`src/conv_ctrl_pkg.sv`:
```
// Purpose: Shared constants for the dual converter control registers
// Assumes: 8-bit special-function-register bus, one clock
// Notes: Addresses are the documented register locations
package conv_ctrl_pkg;
    localparam logic [7:0] ADDR_CHAN0_LOW = 8'hF9; // Channel 0 low code byte
    localparam logic [7:0] ADDR_CHAN0_HIGH = 8'hFA; // Channel 0 high nibble
    localparam logic [7:0] ADDR_CHAN1_LOW = 8'hFB; // Channel 1 low code byte
    localparam logic [7:0] ADDR_CHAN1_HIGH = 8'hFC; // Channel 1 high nibble
    localparam logic [7:0] ADDR_CONTROL = 8'hFD; // Shared control register
    localparam logic [7:0] CONTROL_RESET = 8'h04; // Control value after reset
    localparam logic [7:0] CODE_RESET = 8'h00; // Data registers after reset
    localparam int BIT_MODE8 = 7; // 1 selects 8-bit mode
    localparam int BIT_RANGE1 = 6; // Channel 1 range select
    localparam int BIT_RANGE0 = 5; // Channel 0 range select
    localparam int BIT_CLEAR1_N = 4; // Channel 1 force zero, active low
    localparam int BIT_CLEAR0_N = 3; // Channel 0 force zero, active low
    localparam int BIT_SYNC = 2; // Immediate update enable
    localparam int BIT_POWER1 = 1; // Channel 1 power on
    localparam int BIT_POWER0 = 0; // Channel 0 power on
endpackage

```
`src/chan_output.sv`:
```
// Purpose: One converter channel: live code latch and output conditioning
// Assumes: Load strobes come from the register block on the same clock
// Notes: Stored data is never altered by clear or power-down
`timescale 1ns/1ps
module chan_output (
    input wire logic clk,
    input wire logic rst_n,
    input wire logic load, // Copy held code to the live code
    input wire logic [11:0] held_code, // Code assembled from the data pair
    input wire logic force_zero_n, // Low forces output code to zero
    input wire logic power_on, // High enables the output buffer
    output logic [11:0] code, // Code seen by the analog string
    output logic enable // Output buffer enabled, else three-state
);
    logic [11:0] live; // Code last taken by the channel
    logic [11:0] next_live;

    // Next live code: only a load strobe changes it
    always_comb begin
        next_live = live;
        if (load) begin
            next_live = held_code;
        end
    end

    // Register the live code
    always_ff @(posedge clk or negedge rst_n) begin
        if (!rst_n) begin
            live <= 12'h000;
        end else begin
            live <= next_live;
        end
    end

    // Clear masks only the output; live code survives for restore
    assign code = force_zero_n ? live : 12'h000;
    assign enable = power_on;
endmodule

```
`src/dual_dac_control_regs.sv`:
```
// Purpose: Control and data registers for two 12-bit voltage-output converters
// Assumes: Processor writes and reads by 8-bit address on the processor clock
// Notes: Analog string and buffer lie outside; this block drives codes and enables
`timescale 1ns/1ps
module dual_dac_control_regs (
    input wire logic CLK,
    input wire logic RST_N,
    input wire logic [7:0] SFR_ADDR, // Register address from the core
    input wire logic [7:0] SFR_WDATA, // Write data
    input wire logic SFR_WR, // One-cycle write strobe
    input wire logic SFR_RD, // Read strobe
    output logic [7:0] SFR_RDATA, // Read data, registered
    output logic SFR_HIT, // Address falls in this block
    output logic [11:0] CHAN0_CODE, // Channel 0 code to the string
    output logic [11:0] CHAN1_CODE, // Channel 1 code to the string
    output logic CHAN0_ENABLE, // Channel 0 buffer on, else three-state
    output logic CHAN1_ENABLE, // Channel 1 buffer on, else three-state
    output logic CHAN0_RANGE_SUPPLY, // Channel 0 full scale is the supply
    output logic CHAN1_RANGE_SUPPLY // Channel 1 full scale is the supply
);
    import conv_ctrl_pkg::*;

    logic [7:0] converter_control; // Shared control register
    logic [7:0] chan0_code_low; // Channel 0 low byte
    logic [7:0] chan0_code_high; // Channel 0 high byte
    logic [7:0] chan1_code_low; // Channel 1 low byte
    logic [7:0] chan1_code_high; // Channel 1 high byte
    logic [7:0] rdata; // Registered read data
    logic [7:0] next_converter_control;
    logic [7:0] next_chan0_code_low;
    logic [7:0] next_chan0_code_high;
    logic [7:0] next_chan1_code_low;
    logic [7:0] next_chan1_code_high;
    logic [7:0] next_rdata;
    logic wr_ctrl; // Write to control register
    logic wr_c0l; // Write to channel 0 low byte
    logic wr_c1l; // Write to channel 1 low byte
    logic sync_rise; // Software sets the sync bit
    logic load0; // Channel 0 takes its held code
    logic load1; // Channel 1 takes its held code
    logic [11:0] held0; // Channel 0 code from its pair
    logic [11:0] held1; // Channel 1 code from its pair

    // Assemble a channel code from its register pair in the current mode
    function automatic logic [11:0] pair_code(input logic mode8, input logic [7:0] lo,
                                              input logic [7:0] hi);
        if (mode8) begin
            pair_code = {4'h0, lo};
        end else begin
            pair_code = {hi[3:0], lo};
        end
    endfunction

    // Address decode for writes at the fixed locations
    assign wr_ctrl = SFR_WR && (SFR_ADDR == ADDR_CONTROL);
    assign wr_c0l = SFR_WR && (SFR_ADDR == ADDR_CHAN0_LOW);
    assign wr_c1l = SFR_WR && (SFR_ADDR == ADDR_CHAN1_LOW);
    assign SFR_HIT = (SFR_ADDR >= ADDR_CHAN0_LOW) && (SFR_ADDR <= ADDR_CONTROL);

    // Register writes; byte-wide only since none are bit addressable
    always_comb begin
        next_converter_control = converter_control;
        next_chan0_code_low = chan0_code_low;
        next_chan0_code_high = chan0_code_high;
        next_chan1_code_low = chan1_code_low;
        next_chan1_code_high = chan1_code_high;
        if (SFR_WR) begin
            unique case (SFR_ADDR)
                ADDR_CHAN0_LOW: next_chan0_code_low = SFR_WDATA;
                ADDR_CHAN0_HIGH: next_chan0_code_high = SFR_WDATA;
                ADDR_CHAN1_LOW: next_chan1_code_low = SFR_WDATA;
                ADDR_CHAN1_HIGH: next_chan1_code_high = SFR_WDATA;
                ADDR_CONTROL: next_converter_control = SFR_WDATA;
                default: begin
                    // Other addresses belong to other peripherals
                end
            endcase
        end
    end

    // Read mux; unmapped addresses return zero
    always_comb begin
        next_rdata = rdata;
        if (SFR_RD) begin
            unique case (SFR_ADDR)
                ADDR_CHAN0_LOW: next_rdata = chan0_code_low;
                ADDR_CHAN0_HIGH: next_rdata = chan0_code_high;
                ADDR_CHAN1_LOW: next_rdata = chan1_code_low;
                ADDR_CHAN1_HIGH: next_rdata = chan1_code_high;
                ADDR_CONTROL: next_rdata = converter_control;
                default: next_rdata = 8'h00;
            endcase
        end
    end

    // Register state; reset values give powered-down, three-state outputs
    always_ff @(posedge CLK or negedge RST_N) begin
        if (!RST_N) begin
            converter_control <= CONTROL_RESET;
            chan0_code_low <= CODE_RESET;
            chan0_code_high <= CODE_RESET;
            chan1_code_low <= CODE_RESET;
            chan1_code_high <= CODE_RESET;
            rdata <= 8'h00;
        end else begin
            converter_control <= next_converter_control;
            chan0_code_low <= next_chan0_code_low;
            chan0_code_high <= next_chan0_code_high;
            chan1_code_low <= next_chan1_code_low;
            chan1_code_high <= next_chan1_code_high;
            rdata <= next_rdata;
        end
    end

    assign SFR_RDATA = rdata;

    // Update control: low-byte writes load at once only while sync is set.
    // The load uses the written byte directly, so the output tracks the same edge.
    assign sync_rise = wr_ctrl && SFR_WDATA[BIT_SYNC] && !converter_control[BIT_SYNC];
    assign load0 = (wr_c0l && converter_control[BIT_SYNC]) || sync_rise;
    assign load1 = (wr_c1l && converter_control[BIT_SYNC]) || sync_rise;
    // Held codes look ahead at the incoming write so the load takes fresh data.
    // Software writes the high byte first, else a stale nibble escapes
    assign held0 = pair_code(wr_ctrl ? SFR_WDATA[BIT_MODE8] : converter_control[BIT_MODE8],
                             next_chan0_code_low, chan0_code_high);
    assign held1 = pair_code(wr_ctrl ? SFR_WDATA[BIT_MODE8] : converter_control[BIT_MODE8],
                             next_chan1_code_low, chan1_code_high);

    // Channel 0 output stage
    chan_output chan0 (
        .clk(CLK),
        .rst_n(RST_N),
        .load(load0),
        .held_code(held0),
        .force_zero_n(converter_control[BIT_CLEAR0_N]),
        .power_on(converter_control[BIT_POWER0]),
        .code(CHAN0_CODE),
        .enable(CHAN0_ENABLE)
    );

    // Channel 1 output stage
    chan_output chan1 (
        .clk(CLK),
        .rst_n(RST_N),
        .load(load1),
        .held_code(held1),
        .force_zero_n(converter_control[BIT_CLEAR1_N]),
        .power_on(converter_control[BIT_POWER1]),
        .code(CHAN1_CODE),
        .enable(CHAN1_ENABLE)
    );

    // Range selects go straight to the analog switches
    assign CHAN0_RANGE_SUPPLY = converter_control[BIT_RANGE0];
    assign CHAN1_RANGE_SUPPLY = converter_control[BIT_RANGE1];
endmodule

```
`config.mk`:
```
export PLATFORM = sky130hd
export DESIGN_NAME = dual_dac_control_regs
export DESIGN_NICKNAME = d
export VERILOG_FILES = /design/src/conv_ctrl_pkg.sv /design/src/chan_output.sv /design/src/dual_dac_control_regs.sv
export SDC_FILE = /design/constraint.sdc
export NUM_CORES = 1
export LEC_CHECK = 0
export BUFFER_PORTS_ARGS = -buffer_cell sky130_fd_sc_hd__buf_2
export CAP_MARGIN = 20
export CORE_ASPECT_RATIO = 1.25
export CORE_MARGIN = 1
export CORE_UTILIZATION = 45
export CTS_CLUSTER_SIZE = 40
export DETAILED_ROUTE_END_ITERATION = 12
export GPL_TIMING_DRIVEN = 0
export MAX_ROUTING_LAYER = met4
export PLACE_DENSITY = 0.75
export SLEW_MARGIN = 30
export SYNTH_ARGS = -nofsm -noshare
export SYNTH_HDL_FRONTEND = slang
export SYNTH_SLANG_ARGS = --single-unit
```
`constraint.sdc`:
```
create_clock -name CLK -period 1.9 [get_ports CLK]
set_input_delay 0.19 -clock CLK [delete_from_list [all_inputs] [get_ports CLK]]
set_output_delay 0.19 -clock CLK [all_outputs]
set_load 0.02 [all_outputs]
```
==> metrics.cfg, run 1 <==
[outcome]
status = complete, no violations

[yosys]
synth_adder_area_share = 0
synth.cell_area_sq_mm = 0.00354
netlist_instances = 304
ys_top_cells_by_area = dfrtp_1, mux2_2, mux2i_1
synth_warnings = 0
syn_avg_cell_area_sq_um = 11.6
ys_seq_elements = 72
synthArstFlopShare = 1.00
synthDominantCellAreaShare = 0.502
synth_top_area_cell = dfrtp_1
synth_compound_area_frac = 0.123
synthesis.nets = 324
synth-edff-count = 0
synth_flop_cell = dfrtp_1
synthMuxAreaShare = 0.179
yosysSeqAreaShare = 0.510
synth_simple_gate_area_share = 0.142
synth_xor_area_frac = 0
synth_top_family_by_area = multiplexers
synth_cell_types = 42

[detailed_routing]
ant_nets = 0
drtPass1Iterations = 4
vias = 2609
via_per_inst = 5.54
drcViolationCount = 0
drt_iter0_drc = 118
drt-wirelength-per-cell_um = 17.7
routed_wl_um = 8330

[cells_and_area]
nets = 394
final_layout_size_suffix_gt1_frac = 0.380
antenna_cells = 0
most-common-layout-cells = dfrtp_1, buf_2, mux2_2
design_area_sq_mm = 0.00417
regArea_sq_mm = 0.00180
fill_cells = 673
final_common_cell = dfrtp_1
fin_cells = 471
areaGrowthSynthToFinish_pct = 17.9
multi_input_area_sq_mm = 0.00157
post-route-util = 0.557

[die]
coreArea_sq_mm = 0.00749
die_h_um = 101
ioPinCount = 57
die_w_um = 81.3
die_area_sq_mm = 0.00822
start_util = 0.472
rows = 35

[worst_setup_path]
path_cells = or3b_4 -> a211oi_4 -> buf_4 -> buf_6 -> nor2_1 -> a21oi_2
cp-start-kind = flip-flop
end_kind = flip-flop
crit_path_max_fanout = 10
critical_path.slowest_cell = dfstp_2
crit_family = flip-flops
critical_path_class = flip-flop to flip-flop
max_stage_delay_ps = 590
critPathBufInv = 2
crit_arrival_ps = 2070
crit_required_ps = 2180

[power_and_ir_drop]
swShare = 0.258
pwr-share-comb = 0.102
powerDensity_mw_per_mm2 = 751
p_leak_nw = 2.06
power.internal_mw = 2.33
switching_power_mw = 0.808
peakVddDrop_mv = 0.482
p_clk_frac = 0.374
finalPower_mw = 3.13
power_frac_seq = 0.524

[cts]
cts_htree_levels = 3
clockBufferDepth = 2
cts.sinks = 72
cts_root_buffer = clkbuf_8
cts_tree = yes
cts_buffers = 9
clk_latency_ps = 360
clk_pin_slew_ps = 80

[job]
drv_cap = 0

[sta]
maxSlewHeadroom = 0.478
setup_ws_ps = 114
finClkSkew_ps = 10.4
rsz0062_at_grt = no
finalSetupTns_ps = 0
finalCritPeriodShare = 0.940
slew_viol_final = 0
fin_crit_ps = 1790
worstMarginPinSlew_ps = 762
hold_viol_final = 0
setup_violations = 0
timing.fmax_mhz = 560
hold_slack_ps = 174

[hold_path]
min_path_type = input pin to flip-flop

[placement]
place_hpwl_um = 5990
port_buffers = 55
pre_cts_ws_ps = 4.85
dp.cells = 452
placed_cell_area_sq_mm = 0.00396
place_congestion = 0.848

[global_route]
grt_usage = 0.230
grt_max_degree = 48
antenna_found_initial = 0
overflow = 0
grt_pass1_vias = 2695
grt_pass1_wl_um = 13300

worst paths after layout:
| kind | from | to | slack [ps] | depth (start not counted) |
|---|---|---|---|---|
| max | converter_control[2] | chan0.live[4] | 110 | 6 |
| min | SFR_WDATA[4] | chan1_code_low[4] | 170 | 2 |
| max reg2reg | converter_control[2] | chan0.live[4] | 110 | 6 |
| min reg2reg | chan1_code_high[6] | chan1_code_high[6] | 510 | 1 |
| max in group asynchronous | RST_N | chan1_code_low[2] | 1060 | 3 |
| min in group asynchronous | RST_N | converter_control[0] | 280 | 2 |
synth_stat cells, drive strengths merged (2+ instances only):
cell and instances:
mux2i 17, nor2 18, a221oi 3, o32ai 3, or4bb 4, o22ai 13
o21ai 8, and2 25, nand2 8, a21oi 22, nand3 9, nor2b 3
o211a 3, or3b 2, mux2 41, nor3 2, o221ai 4, a211oi 3
dfrtp 71, buf 15, clkbuf 2, nand4 3, inv 16
registers in the layout, summed over array words and instances (netlist names):
register           cells
chan0.live            12
chan1_code_high        8
converter_control      8
chan1_code_low         8
chan1.live            12
chan0_code_high        8
SFR_RDATA              8
chan0_code_low         8
routing by layer:
layer	up-vias	global-route usage	wire length (um)
met2	60	0.383	4430
met3	14	0.0489	376
met1	1306	0.271	3360
li1	1229	-	-
met5	-	-	0
met4	0	0.0838	161
worst reg2reg max path: stages (launching register included):
cell and delay [ps]:
dfstp_2 590, or3b_4 410, a211oi_4 270, buf_4 180, buf_6 130, nor2_1 50, a21oi_2 90
power by group through the flow:
stage / registers, mW / logic [mW] / clock network, mW
after floorplan: 1.66 / 0.182 / 0
after global placement: 1.67 / 0.305 / 0
after detailed placement: 1.67 / 0.319 / 0
after CTS: 1.64 / 0.323 / 1.20
after global routing: 1.65 / 0.352 / 1.26
final: 1.64 / 0.319 / 1.17
what timing repair did:
item / 4_1_cts / 5_1_grt
gates resized for setup: 0 / 1
setup endpoints to repair: 0 / 11
hold buffers: 1 / 0
endpoints found under the hold margin: 24 / 0
setup buffers: 0 / 2
area by class of cell:
type,count,share of cell area
timing repair buffer,59,0.0792
clock inverter,6,0.0144
multi-input combinational,199,0.377
sequential,72,0.432
buffer,17,0.0249
inverter,16,0.0144
tap,92,0.0276
clock buffer,10,0.0306
kinds of logic after synthesis:
group                  after synthesis
and+or+nand+nor                     81
DFF                                 72
AOI/OAI and AO/OA                   60
muxes                               58
buffers and inverters               33
Note: power is estimated with default switching activity, not from simulation.
==> inputs of run 2 (changes only) <==
- REMOVE_ABC_BUFFERS: unset -> 1
==> run 2 against run 1 <==
  * Count of clock-buffer cells in the layout is the same
  * Final cell count shrank 3.2%
  * Total power grew 4.9%
  * Die area is the same
  * Combinational power shrank 4%
  * Clock power grew 15%
  * Final area shrank 0.63%
  * Sequential share of layout area grew 0.27 points
  * Utilization shrank 0.35 points
  * Largest cell class unchanged
==> metrics.cfg, run 2 (synthesis results as in run 1) <==
[job]
drv_cap = 0  ; unchanged

[sta]
finalCritPeriodShare = 0.941  ; about the same
finClkSkew_ps = 7.56  ; -2.85 ps
worstMarginPinSlew_ps = 839  ; +76.9 ps
hold_viol_final = 0  ; unchanged
setup_violations = 0  ; unchanged
maxSlewHeadroom = 0.425  ; -0.0527
rsz0062_at_grt = no
setup_ws_ps = 113  ; -1.37 ps
finalSetupTns_ps = 0  ; unchanged
fin_crit_ps = 1790  ; +1.37 ps
timing.fmax_mhz = 560  ; about the same
slew_viol_final = 0  ; unchanged

[outcome]
status = complete, no violations

[global_route]
grt_max_degree = 52  ; +8.3%
overflow = 0  ; unchanged
grt_usage = 0.226  ; -0.00455
antenna_found_initial = 0  ; unchanged
grt_pass1_wl_um = 13000  ; -2.7%
grt_pass1_vias = 2576  ; -4.4%

[die]
die_w_um = 81.3  ; unchanged
ioPinCount = 57  ; unchanged
coreArea_sq_mm = 0.00749  ; unchanged
rows = 35  ; unchanged
die_area_sq_mm = 0.00822  ; unchanged
die_h_um = 101  ; unchanged
start_util = 0.472  ; unchanged

[worst_setup_path]
r2r_start = converter_control[2]
critical_path_class = flip-flop to flip-flop
crit_path_max_fanout = 10  ; unchanged
end_kind = flip-flop
worst-r2r-setup-slack_ps = 110  ; about the same
crit_start = converter_control[2]
crit_required_ps = 2180  ; about the same
crit_arrival_ps = 2070  ; about the same
cp-start-kind = flip-flop

[placement]
place_congestion = 0.877  ; +3.4%
port_buffers = 56  ; +1.8%
pre_cts_ws_ps = -895  ; -900 ps
place_hpwl_um = 5410  ; -9.7%

[cells_and_area]
areaGrowthSynthToFinish_pct = 17.2
reg.largest.list = chan0.live x12, chan1.live x12
nets = 380  ; -3.6%
fill_cells = 626  ; -7.0%
antenna_cells = 0  ; unchanged
multi_input_area_sq_mm = 0.00159  ; +1.2%
regArea_sq_mm = 0.00180  ; unchanged
most-common-layout-cells = dfrtp_1, buf_2, mux2_2
final_common_cell = dfrtp_1
final_layout_size_suffix_gt1_frac = 0.374  ; -0.00632

[detailed_routing]
via_per_inst = 5.61  ; +1.2%
drcViolationCount = 0  ; unchanged
drt_iter0_drc = 217  ; +84%
drt-wirelength-per-cell_um = 17.8  ; +0.54%
vias = 2557  ; -2.0%
ant_nets = 0  ; unchanged
drtPass1Iterations = 6  ; +2
routed_wl_um = 8100  ; -2.7%

[power_and_ir_drop]
p_leak_nw = 2.03  ; -1.3%
powerDensity_mw_per_mm2 = 793  ; +5.6%
peakVddDrop_mv = 0.351  ; -27%

[cts]
clk_latency_ps = 340  ; -20 ps
cts_buffers = 9  ; unchanged
clockBufferDepth = 2  ; unchanged
cts_tree = yes
cts_root_buffer = clkbuf_8
cts_htree_levels = 3  ; unchanged
clk_pin_slew_ps = 80  ; about the same
cts.sinks = 72  ; unchanged

[hold_path]
min_path_type = input pin to flip-flop
worstHoldStart = SFR_WDATA[0]

[run 2: cell count changes in the layout (fill, tap and decap cells not counted), moves of 2 or more]
| cell | delta |
|---|---|
| buf_2 | -7 |
| buf_4 | -3 |
| buf_6 | -2 |
| clkbuf_1 | -3 |
| clkinv_2 | -2 |
| nor2b_1 | -2 |
| nor2b_4 | +2 |
[run 2: cell type report]
type | instances | area share
clock inverters | 5 | 0.0196
repair buffers | 62 | 0.0863
well taps | 92 | 0.0278
multi-input cells | 199 | 0.384
flip-flops and latches | 72 | 0.435
inverters | 16 | 0.0145
clock buffers | 10 | 0.0332
[run 2: final timing paths]
path | to | cells after the start
max in group asynchronous | converter_control[2] | 3
setup reg to reg | chan0.live[0] | 5
hold / removal | chan1_code_high[0] | 2
min in group asynchronous | chan0.live[1] | 2
hold reg to reg | chan1_code_high[6] | 1
setup / recovery | chan0.live[0] | 5
[run 2: worst max-delay path, cell delays in order (launching register included)]
cell and delay (ps):
dfstp_2 400, nand4bb_2 490, a211oi_4 400, buf_4 250, nor2_1 80, a21oi_2 100
[run 2: per-layer routing]
metal / wire [um] / track usage / up-vias
li1: - / - / 1207
met1: 3520 / 0.279 / 1246
met2: 3870 / 0.331 / 77
met3: 347 / 0.0434 / 27
met4: 359 / 0.152 / 0
met5: 0 / - / -
[run 2: where the power goes]
| group | internal [mW] | switching, mW | leakage, nW |
|---|---|---|---|
| clock | 0.768 | 0.568 | 0.108 |
| sequential | 1.60 | 0.0482 | 0.953 |
| combinational | 0.122 | 0.184 | 0.971 |
[run 2: stage by stage]
step	util	area, sq um	std cells	hold WS (ps)	total power [mW]
floorplan	-	3430	287	-106	1.82
global placement	0.511	3830	435	476	1.96
finish	0.554	4150	456	160	3.29
detailed placement	0.517	3870	437	107	1.98
global route	0.554	4150	456	156	3.42
CTS	0.553	4140	456	150	3.31
[run 2: repair_timing]
| item | in CTS | in global routing |
|---|---|---|
| setup endpoints to repair | 34 | 5 |
| setup buffers | 3 | 0 |
| cloned | 0 | 0 |
| pin swaps | 2 | 0 |
| hold buffers | 1 | 0 |
| hold endpoints to repair | 21 | 0 |
| gates resized for setup | 4 | 1 |
==> inputs of run 3 (changes only) <==
- CORE_ASPECT_RATIO: 1.25 -> unset
==> run 3 against run 2 <==
  * Combinational power about the same
  * Critical path depth is the same
  * Count of clock-buffer cells in the layout up 3
  * Fmax shrank 1.6%
  * Worst hold slack better by 2.5 ps
  * Routed wire length about the same
  * Non-clock buffer count is 1 higher
==> metrics.cfg, run 3 (synthesis results as in run 1) <==
[outcome]
status = complete, no violations

[die]
rows = 31  ; -11%
ioPinCount = 57  ; unchanged
start_util = 0.477  ; +0.00511
die_w_um = 90.7  ; +12%
die_h_um = 90.7  ; -10%
die_area_sq_mm = 0.00822  ; about the same
coreArea_sq_mm = 0.00741  ; -1.1%

[sta]
finalCritPeriodShare = 0.956  ; +0.0154
finClkSkew_ps = 12.0  ; +4.43 ps
timing.fmax_mhz = 551  ; -1.6%
slew_viol_final = 0  ; unchanged
finalSetupTns_ps = 0  ; unchanged
setup_ws_ps = 83.6  ; -29.3 ps
worstMarginPinSlew_ps = 693  ; -145 ps
fin_crit_ps = 1820  ; +29.3 ps
hold_viol_final = 0  ; unchanged
rsz0062_at_grt = no
hold_slack_ps = 163  ; +2.52 ps
setup_violations = 0  ; unchanged
maxSlewHeadroom = 0.534  ; +0.109

[cts]
clockBufferDepth = 2  ; unchanged
clk_pin_slew_ps = 70  ; about the same
cts.sinks = 72  ; unchanged
cts_root_buffer = clkbuf_8
clk_latency_ps = 350  ; about the same
cts_buffers = 9  ; unchanged
cts_tree = yes
cts_htree_levels = 3  ; unchanged

[worst_setup_path]
end_kind = flip-flop
crit_start = converter_control[2]
r2r_start = converter_control[2]
cp-start-kind = flip-flop
critical_path_class = flip-flop to flip-flop
crit_required_ps = 2130  ; -50 ps
crit_path_max_fanout = 10  ; unchanged
crit_arrival_ps = 2040  ; -30 ps

[detailed_routing]
drt_iter0_drc = 147  ; -32%
drtPass1Iterations = 5  ; -1
vias = 2579  ; +0.86%
drt-wirelength-per-cell_um = 17.4  ; -2.0%
ant_nets = 0  ; unchanged
routed_wl_um = 8100  ; about the same
drcViolationCount = 0  ; unchanged
via_per_inst = 5.55  ; -1.1%

[placement]
port_buffers = 56  ; unchanged
place_hpwl_um = 5450  ; +0.78%
pre_cts_ws_ps = -810  ; +85.1 ps
dp.cells = 444  ; +1.6%
place_congestion = 0.808  ; -7.9%

[power_and_ir_drop]
p_leak_nw = 2.03  ; about the same
powerDensity_mw_per_mm2 = 765  ; -3.6%
peakVddDrop_mv = 0.371  ; +5.7%

[cells_and_area]
nets = 381  ; +0.26%
reg.largest.list = chan0.live x12, chan1.live x12
final_common_cell = dfrtp_1
final_layout_size_suffix_gt1_frac = 0.374  ; +0.000691
areaGrowthSynthToFinish_pct = 17.3
most-common-layout-cells = dfrtp_1, buf_2, mux2_2
antenna_cells = 0  ; unchanged
fin_cells = 465  ; +2.0%

[global_route]
grt_max_degree = 41  ; -21%
overflow = 0  ; unchanged
grt_pass1_wl_um = 13200  ; +2.0%
antenna_found_initial = 0  ; unchanged
grt_usage = 0.218  ; -0.00760
grt_pass1_vias = 2579  ; +0.12%

[hold_path]
worstHoldStart = SFR_WDATA[0]
min_path_type = input pin to flip-flop

[job]
drv_cap = 0  ; unchanged

[run 3: changes by cell type in the layout (fill, tap and decap cells not counted), sizes merged]
| cell | previous run | this run |
|---|---|---|
| clkbuf | 10 | 13 |
| buf | 61 | 62 |
| bufinv | 2 | 1 |
| clkinvlp | 1 | 0 |
[run 3: what timing repair did]
| item | in CTS | in global routing |
|---|---|---|
| buffers inserted | 4 | 0 |
| hold endpoints to repair | 32 | 0 |
| hold buffers | 1 | 0 |
| gates resized for setup | 4 | 2 |
| endpoints found under the setup margin | 40 | 11 |
| gates cloned | 0 | 0 |
| pin swaps | 2 | 0 |
[run 3: area by class of cell]
| cell class | count | area, sq um |
|---|---|---|
| fillers | 641 | 3260 |
| flip-flops and latches | 72 | 1800 |
| multi-input cells | 199 | 1590 |
| repair buffers | 63 | 370 |
| clock buffers | 13 | 159 |
| well taps | 99 | 124 |
| inverters | 16 | 60.1 |
| clock inverters | 3 | 40.0 |
[run 3: per-layer routing]
layer  part of all wire  global-route usage  wire [um]  vias to the layer above
li1                   -                   -          -                     1211
met1               0.47               0.293       3800                     1271
met2               0.46               0.326       3760                       83
met3              0.044              0.0488        353                       14
met4              0.024              0.0766        191                        0
met5                  0                   -          0                        -
[run 3: power breakdown]
group / internal (mW) / total, mW / switching [mW]
logic: 0.122 / 0.309 / 0.187
registers: 1.60 / 1.65 / 0.0471
clock network: 0.675 / 1.22 / 0.544
[run 3: critical path, cell delays in order (launching register included)]
cell and delay (ps):
dfstp_2 400, nand4bb_2 490, a211oi_4 410, buf_4 220
buf_4 130, a21oi_2 40
[run 3: worst paths after layout]
kind                                        endpoint  slack (ps)  cells past startpoint
worst min register to register    chan1_code_high[6]         500                      1
worst max-delay path                   chan0.live[0]          80                      5
max in group asynchronous       converter_control[2]         950                      3
worst min-delay path              chan1_code_high[0]         160                      2
worst max register to register         chan0.live[0]          80                      5
min in group asynchronous             chan0.live[11]         340                      2
[run 3: per-stage QoR]
stage	util	power [mW]	area, sq um
final	0.560	3.17	4150
after global placement	0.518	1.96	3840
after global routing	0.560	3.31	4150
after floorplan	-	1.82	3430
after CTS	0.559	3.20	4140
after detailed placement	0.523	1.98	3870
